## config.mk

```make
export PLATFORM = sky130hd
export DESIGN_NAME = sckms_top
export DESIGN_NICKNAME = d
export VERILOG_FILES = /design/src/rtl/sckms_pkg.sv /design/src/rtl/sckms_div.sv /design/src/rtl/sckms_top.sv
export SDC_FILE = /design/constraint.sdc
export NUM_CORES = 1
export LEC_CHECK = 0
export ABC_CLOCK_PERIOD_IN_PS = 2830
export BUFFER_PORTS_ARGS = -buffer_cell sky130_fd_sc_hd__buf_2
export CORE_UTILIZATION = 45
export CTS_CLUSTER_SIZE = 12
export DETAILED_ROUTE_END_ITERATION = 10
export PLACE_DENSITY_LB_ADDON = 0.15
export SYNTH_ARGS = -nofsm -noshare
export SYNTH_HDL_FRONTEND = slang
export SYNTH_HIERARCHICAL = 1
export SYNTH_SLANG_ARGS = --single-unit
export TNS_END_PERCENT = 30
```

## constraint.sdc

```tcl
create_clock -name mclk -period 2.83 [get_ports mclk]
set_input_delay 0.4245 -clock mclk [delete_from_list [all_inputs] [get_ports mclk]]
set_output_delay 0.4245 -clock mclk [all_outputs]
set_load 0.1 [all_outputs]
```

## src/rtl/sckms_pkg.sv

```systemverilog
// Purpose: constants for the system clock and module stop block
// Assumes: byte-wide register port, 16-bit byte addresses
// Notes: offsets are byte addresses
package sckms_pkg;
    // ------------------------------------------------------------
    // register offsets
    // ------------------------------------------------------------
    localparam logic [15:0] SCKMS_ADDR_CLKCTL = 16'hFF3A;
    localparam logic [15:0] SCKMS_ADDR_MODE = 16'hFF3B;
    localparam logic [15:0] SCKMS_ADDR_STOPH = 16'hFF3C;
    localparam logic [15:0] SCKMS_ADDR_STOPL = 16'hFF3D;
    // ------------------------------------------------------------
    // field positions and reset values
    // ------------------------------------------------------------
    localparam int SCKMS_BIT_CKOFF = 7;
    localparam int SCKMS_BIT_RSV6 = 6;
    localparam int SCKMS_BIT_DIV = 5;
    localparam logic [7:0] SCKMS_CLKCTL_WMASK = 8'hE7;
    localparam logic [7:0] SCKMS_RST_CLKCTL = 8'h00;
    localparam logic [15:0] SCKMS_RST_STOP = 16'h0000;
    localparam logic [15:0] SCKMS_STOP_USED = 16'h7666;
    localparam int SCKMS_BIT_XFER = 14;
    localparam int SCKMS_BIT_PTU = 13;
    localparam int SCKMS_BIT_TMR8 = 12;
    localparam int SCKMS_BIT_DAC = 10;
    localparam int SCKMS_BIT_ADC = 9;
    localparam int SCKMS_BIT_SER1 = 6;
    localparam int SCKMS_BIT_SER0 = 5;
    localparam int SCKMS_DIVW = 5;
    // ------------------------------------------------------------
    // power states
    // ------------------------------------------------------------
    typedef enum logic [1:0] {
        SCKMS_PWR_NORMAL = 2'h0,
        SCKMS_PWR_SLEEP = 2'h1,
        SCKMS_PWR_SWSTBY = 2'h2,
        SCKMS_PWR_HWSTBY = 2'h3
    } sckms_pwr_t;
endpackage : sckms_pkg

```

## src/rtl/sckms_div.sv

```systemverilog
// Purpose: free-running prescaler giving one-cycle enables at 1/2..1/32
// Assumes: single clock domain
// Notes: en[k] pulses once every 2^(k+1) cycles
`timescale 1ns/100ps
module sckms_div
    import sckms_pkg::*;
(
    // clock and reset
    input wire logic mclk,
    input wire logic rstn,
    // enables
    output logic [SCKMS_DIVW-1:0] en
);
    logic [SCKMS_DIVW-1:0] cnt_q;

    always_ff @(posedge mclk or negedge rstn) begin
        if (!rstn) begin
            cnt_q <= '0;
        end else begin
            cnt_q <= cnt_q + 5'h01;
        end
    end

    // stage k fires when the low k+1 bits are all ones
    always_comb begin
        for (int k = 0; k < SCKMS_DIVW; k++) begin
            en[k] = &(cnt_q | ~((5'h02 << k) - 5'h01));
        end
    end
endmodule : sckms_div

```

## src/rtl/sckms_top.sv

```systemverilog
// Purpose: system clock select, clock pin control and module stop bits
// Assumes: byte register port on mclk, mode pins are asynchronous
// Notes: clock slow-down is delivered as one-cycle enables
//
// Chosen here: the plain strobed port.
`timescale 1ns/100ps
module sckms_top
    import sckms_pkg::*;
(
    // clock and reset
    input wire logic mclk,
    input wire logic rstn,
    // register port
    input wire logic [15:0] reg_addr,
    input wire logic [7:0] reg_wdata,
    input wire logic reg_wr,
    input wire logic reg_rd,
    output logic [7:0] reg_rdata,
    // power state and mode pins
    input wire logic [1:0] pwr_state,
    input wire logic [2:0] mode_pins,
    // clock enables
    output logic master_clk_en,
    output logic chip_clk_en,
    // clock output pin
    output logic clk_pin_out,
    output logic clk_pin_oe_n,
    // module stop outputs
    output logic stop_transfer_ctrl,
    output logic stop_pulse_timer,
    output logic stop_byte_timer,
    output logic stop_dac,
    output logic stop_adc,
    output logic stop_serial_ch1,
    output logic stop_serial_ch0
);
    // ------------------------------------------------------------
    // registers
    // ------------------------------------------------------------
    logic [7:0] clkctl_q;
    logic [15:0] stop_q;
    logic [2:0] mode_s1_q;
    logic [2:0] mode_s2_q;
    logic [7:0] rdata_q;
    logic [SCKMS_DIVW-1:0] div_en;
    logic [2:0] sel;
    logic div_whole;
    logic sel_en;
    logic clk_pin_q;
    logic clk_pin_oe_n_q;

    always_ff @(posedge mclk or negedge rstn) begin
        if (!rstn) begin
            clkctl_q <= SCKMS_RST_CLKCTL;
        end else if (reg_wr && reg_addr == SCKMS_ADDR_CLKCTL) begin
            clkctl_q <= reg_wdata & SCKMS_CLKCTL_WMASK;
        end
    end

    always_ff @(posedge mclk or negedge rstn) begin
        if (!rstn) begin
            stop_q <= SCKMS_RST_STOP;
        end else if (reg_wr && reg_addr == SCKMS_ADDR_STOPH) begin
            stop_q[15:8] <= reg_wdata;
        end else if (reg_wr && reg_addr == SCKMS_ADDR_STOPL) begin
            stop_q[7:0] <= reg_wdata;
        end
    end

    // mode pins pass two flops before use
    always_ff @(posedge mclk or negedge rstn) begin
        if (!rstn) begin
            mode_s1_q <= 3'h0;
            mode_s2_q <= 3'h0;
        end else begin
            mode_s1_q <= mode_pins;
            mode_s2_q <= mode_s1_q;
        end
    end

    // ------------------------------------------------------------
    // read port
    // ------------------------------------------------------------
    always_ff @(posedge mclk or negedge rstn) begin
        if (!rstn) begin
            rdata_q <= 8'h00;
        end else if (reg_rd) begin
            case (reg_addr)
                SCKMS_ADDR_CLKCTL: rdata_q <= clkctl_q;
                SCKMS_ADDR_MODE: rdata_q <= {5'h00, mode_s2_q};
                SCKMS_ADDR_STOPH: rdata_q <= stop_q[15:8];
                SCKMS_ADDR_STOPL: rdata_q <= stop_q[7:0];
                default: rdata_q <= 8'h00;
            endcase
        end else begin
            rdata_q <= 8'h00;
        end
    end
    assign reg_rdata = rdata_q;

    // ------------------------------------------------------------
    // clock division
    // ------------------------------------------------------------
    sckms_div u_div (
        .mclk(mclk),
        .rstn(rstn),
        .en(div_en)
    );

    assign sel = clkctl_q[2:0];
    assign div_whole = clkctl_q[SCKMS_BIT_DIV];

    always_comb begin
        sel_en = 1'b1;
        if (!div_whole) begin
            if (sel >= 3'h1 && sel <= 3'h5) begin
                sel_en = div_en[sel - 3'h1];
            end
        end else if (sel >= 3'h1 && sel <= 3'h3) begin
            sel_en = div_en[sel - 3'h1];
        end
        // other codes are undefined and fall back to full speed
    end

    assign master_clk_en = sel_en;
    assign chip_clk_en = div_whole ? sel_en : 1'b1;

    // ------------------------------------------------------------
    // clock pin: pulse high on chip enable, low otherwise; held high when CKOFF is set or in software standby, not driven in hardware standby
    // ------------------------------------------------------------
    always_ff @(posedge mclk or negedge rstn) begin
        if (!rstn) begin
            clk_pin_q <= 1'b1;
            clk_pin_oe_n_q <= 1'b0;
        end else begin
            clk_pin_oe_n_q <= (pwr_state == SCKMS_PWR_HWSTBY);
            if (pwr_state == SCKMS_PWR_NORMAL
                || pwr_state == SCKMS_PWR_SLEEP) begin
                clk_pin_q <= clkctl_q[SCKMS_BIT_CKOFF] | chip_clk_en;
            end else begin
                clk_pin_q <= 1'b1;
            end
        end
    end
    assign clk_pin_out = clk_pin_q;
    assign clk_pin_oe_n = clk_pin_oe_n_q;

    // ------------------------------------------------------------
    // module stop outputs
    // ------------------------------------------------------------
    assign stop_transfer_ctrl = stop_q[SCKMS_BIT_XFER];
    assign stop_pulse_timer = stop_q[SCKMS_BIT_PTU];
    assign stop_byte_timer = stop_q[SCKMS_BIT_TMR8];
    assign stop_dac = stop_q[SCKMS_BIT_DAC];
    assign stop_adc = stop_q[SCKMS_BIT_ADC];
    assign stop_serial_ch1 = stop_q[SCKMS_BIT_SER1];
    assign stop_serial_ch0 = stop_q[SCKMS_BIT_SER0];
endmodule : sckms_top

```

==> run_results.csv <==
group,metric,value,unit
status,status,"complete, no violations",
logic_synthesis,yosys.area_share.simple,0.106,
worst_setup_path,crit_fanout,3,
worst_setup_path,cp.arrival,2370,ps
floorplan,core-area,3800,µm²
logic_synthesis,synth.distinct_cells,35,
logic_synthesis,syn_area,1860,µm²
logic_synthesis,synth_cells,137,
cts,clock-root-buffer,"clkbuf_8",
worst_setup_path,worstSetupPathType,"reg2out",
logic_synthesis,synth.top_cell.area_share,0.566,
placement,dp_hpwl,2740,µm
cts,clkSinkCount,43,
placement,placed_area,2180,µm²
logic_synthesis,synth_top_family_by_area,"multiplexers",
final_layout,final_area,2320,µm²
sta,rsz0062_at_grt,"true",
pwr,power,0.00104,W
detailed_routing,drtAntennaViolNets,0,
sta,finalSetupTns,0,ps
floorplan,ioPinCount,52,
floorplan,die_w,66.3,µm
worst_setup_path,r2r_slack,540,ps
global_routing,antenna_found_initial,0,
global_routing,grt_max_degree,44,
floorplan,dieArea,4390,µm²
cts,clockBufferDepth,2,
detailed_routing,met2RoutedLength,1860,µm
worst_hold_path,hold_end,"mode_s1_q[0]$_DFF_PN0_",
final_layout,diodes,0,
worst_hold_path,hold_class,"in2reg",
pwr,p_per_area,451,nW/µm²
final_layout,drive_above_1_share,0.487,
detailed_routing,dr_wl_met3,233,µm
logic_synthesis,syn_avg_cell_area,13.6,µm²
run,maxCapViolCount,0,
cts,cts_hold_buf,0,
worst_hold_path,hold_start,"mode_pins[0]",
logic_synthesis,yosysSeqAreaShare,0.580,
worst_setup_path,cp-end-kind,"output pin",
logic_synthesis,yosysWarnings,6,
logic_synthesis,ys_ff_latch,43,
sta,setup_ws,31.3,ps
cts,insertion_delay,290,ps
cts,worst_setup_hold_path_clk_slew,70,ps
detailed_routing,routedWlPerCell,15.3,µm
sta,relSlewSlack,0.374,
worst_setup_path,r2r-end,"clk_pin_out$_DFF_PN1_",
pwr,p_leak,1.16,nW
placement,gp_congestion,0.722,
final_layout,post-route-util,0.610,
cts,tritoncts,"built",
logic_synthesis,synthXorXnorAreaFrac,0.00943,
sta,skew,6.77,ps
sta,setup_viol,0,
global_routing,grt_pass1_vias,1359,
logic_synthesis,synth_compound_area_frac,0.0545,
worst_hold_path,min_path_cells,1,
sta,fin_crit,2800,ps
worst_setup_path,cp-start-kind,"register",
detailed_routing,first_iter_violations,75,
final_layout,nets,237,
global_routing,grt_usage,0.200,
global_routing,grt_pass1_wl,6200,µm
detailed_routing,drtPass1Iterations,4,
sta,finalHoldViolations,0,
final_layout,fillers,315,
sta,report.final.slew_viol_count,0,
cts,htree_levels,2,
final_layout,syn2layout_area_growth,24.7,%
global_routing,grt-ovfl-total,0,
logic_synthesis,synth_top_area_cell,"dfrtp_1",
worst_setup_path,ff2ff_path_depth,6,
detailed_routing,wl_met1,1600,µm
detailed_routing,via_per_inst,5.42,
detailed_routing,drt_wl_total,3790,µm
detailed_routing,top_layer,"met4",
detailed_routing,vias,1339,
detailed_routing,drc,0,
logic_synthesis,yosys-top-cells-area,"dfrtp_1 (57%), mux2_2 (13%), mux2i_1 (4.8%), ha_1 (4.0%), dfstp_2 (1.4%)",
logic_synthesis,synth_fa_ha_area_frac,0.0404,
cts,numCtsBuffers,5,
floorplan,start_util,0.489,
pwr,peakVddDrop,0.297,mV
floorplan,num_rows,22,
sta,worst_pin_slew,939,ps
sta,post-route-period-util,0.989,
logic_synthesis,synth.area.mux_share,0.194,
placement,pre_cts_slack,179,ps
worst_setup_path,r2r_start,"u_div/cnt_q[1]$_DFF_PN0_",
worst_setup_path,timing.critical_path.required,2410,ps
floorplan,die_y,66.3,µm
sta,max_freq,0.357,GHz
placement,portBuffers,51,
logic_synthesis,syn-num-nets,176,
==> cells in the mapped netlist <==
master and n:
dfrtp_1 42, mux2_2 22, mux2i_1 9, nor2_1 7
ha_1 6, inv_1 4, nor3_1 4, a22o_1 3
a32oi_1 3, nand2_1 3, nand3_1 3, o22a_1 3
and2_1 2, nand4_1 2, nor2b_1 2, nor3_2 2
o21ai_0 2, a21oi_1 1, and3_1 1, and3_2 1
buf_1 1, buf_4 1, clkbuf_1 1, dfstp_2 1
mux4_2 1, nor2_2 1, nor3b_1 1, nor4_1 1
o211ai_1 1, or3_1 1, or3b_2 1, or4_1 1
or4b_1 1, xnor2_1 1, xor2_1 1
==> state kept, by name (all words and copies together), names as in the netlist <==
signal        cells
clk_pin_oe_n      1
clk_pin_out       1
clkctl_q          6
mode_s1_q         3
mode_s2_q         3
reg_rdata         8
stop_q           16
u_div/cnt_q       5
==> worst max-delay path, stage by stage, from the launching register on <==
cell,delay (ps)
dfrtp_1,390
ha_2,200
and3_4,180
mux4_2,440
mux2i_1,170
or4b_4,510
buf_12,190
==> layout make-up <==
| class | instances | area [µm²] | share of cell area |
|---|---|---|---|
| well taps | 48 | 60.1 | 0.0259 |
| flip-flops and latches | 43 | 1080 | 0.466 |
| clock buffers | 8 | 80.1 | 0.0346 |
| repair buffers | 57 | 318 | 0.137 |
| inverters | 4 | 15.0 | 0.00648 |
| multi-input cells | 87 | 764 | 0.330 |
==> where the power goes <==
group	switching (W)	internal [W]	leakage [nW]
Clock	0.000187	0.000175	0.0395
Sequential	0.00000139	0.000619	0.570
Combinational	0.0000381	0.0000235	0.555
==> per-stage QoR <==
stage | hold WS, ps | std cells
6_report | 236 | 247
4_1_cts | 226 | 247
3_3_place_gp | 333 | 235
5_1_grt | 224 | 247
2_1_floorplan | 129 | 137
3_5_place_dp | 340 | 235
==> how the worst max path moves through the flow <==
stage / depth (start not counted) / to / start / slack (ps)
final: 6 / chip_clk_en / u_div/cnt_q[1]$_DFF_PN0_ / 30
after global routing: 6 / chip_clk_en / u_div/cnt_q[1]$_DFF_PN0_ / -50
after CTS: 6 / chip_clk_en / u_div/cnt_q[0]$_DFF_PN0_ / 30
after detailed placement: 6 / chip_clk_en / u_div/cnt_q[0]$_DFF_PN0_ / 180
after global placement: 6 / chip_clk_en / u_div/cnt_q[0]$_DFF_PN0_ / 230
after floorplan: 5 / master_clk_en / u_div/cnt_q[0]$_DFF_PN0_ / 270
==> layout by cell type (no fill, tap or decap), types with 2 or more instances in the layout <==
cell type | Yosys | final
buf_2 | 0 | 49
dfrtp_1 | 42 | 40
mux2_2 | 22 | 22
mux2i_1 | 9 | 9
nor2_1 | 7 | 7
buf_4 | 1 | 6
clkbuf_8 | 0 | 5
inv_1 | 4 | 4
nor3_1 | 4 | 4
ha_1 | 6 | 4
nand2_1 | 3 | 3
a22o_1 | 3 | 3
a32oi_1 | 3 | 3
o22a_1 | 3 | 3
nand3_1 | 3 | 3
clkbuf_1 | 1 | 3
nor2b_1 | 2 | 2
nand4_1 | 2 | 2
and2_1 | 2 | 2
o21ai_0 | 2 | 2
nor3_2 | 2 | 2
dfrtp_2 | 0 | 2
ha_2 | 0 | 2
==> kinds of logic (layout without fill, tap and decap cells) <==
logic type,after synthesis,in the layout
mux,32,32
fa+ha+maj,6,6
compound gates,13,13
xor+xnor,2,2
buf+inv,7,69
simple gates,34,34
flops,43,43
==> per-layer routing <==
metal / track usage / up-vias
met5: 0 / -
met4: 0.0957 / 0
met3: 0.0621 / 8
met2: 0.339 / 47
met1: 0.229 / 664
li1: - / 620
==> timing repair <==
action | CTS | global route
endpoints found under the setup margin | 1 | 2
setup buffers | 4 | 0
pin swaps | 0 | 1
gates resized for setup | 5 | 5
cloned | 0 | 0
No activity file was read; power rests on OpenSTA's default activity.
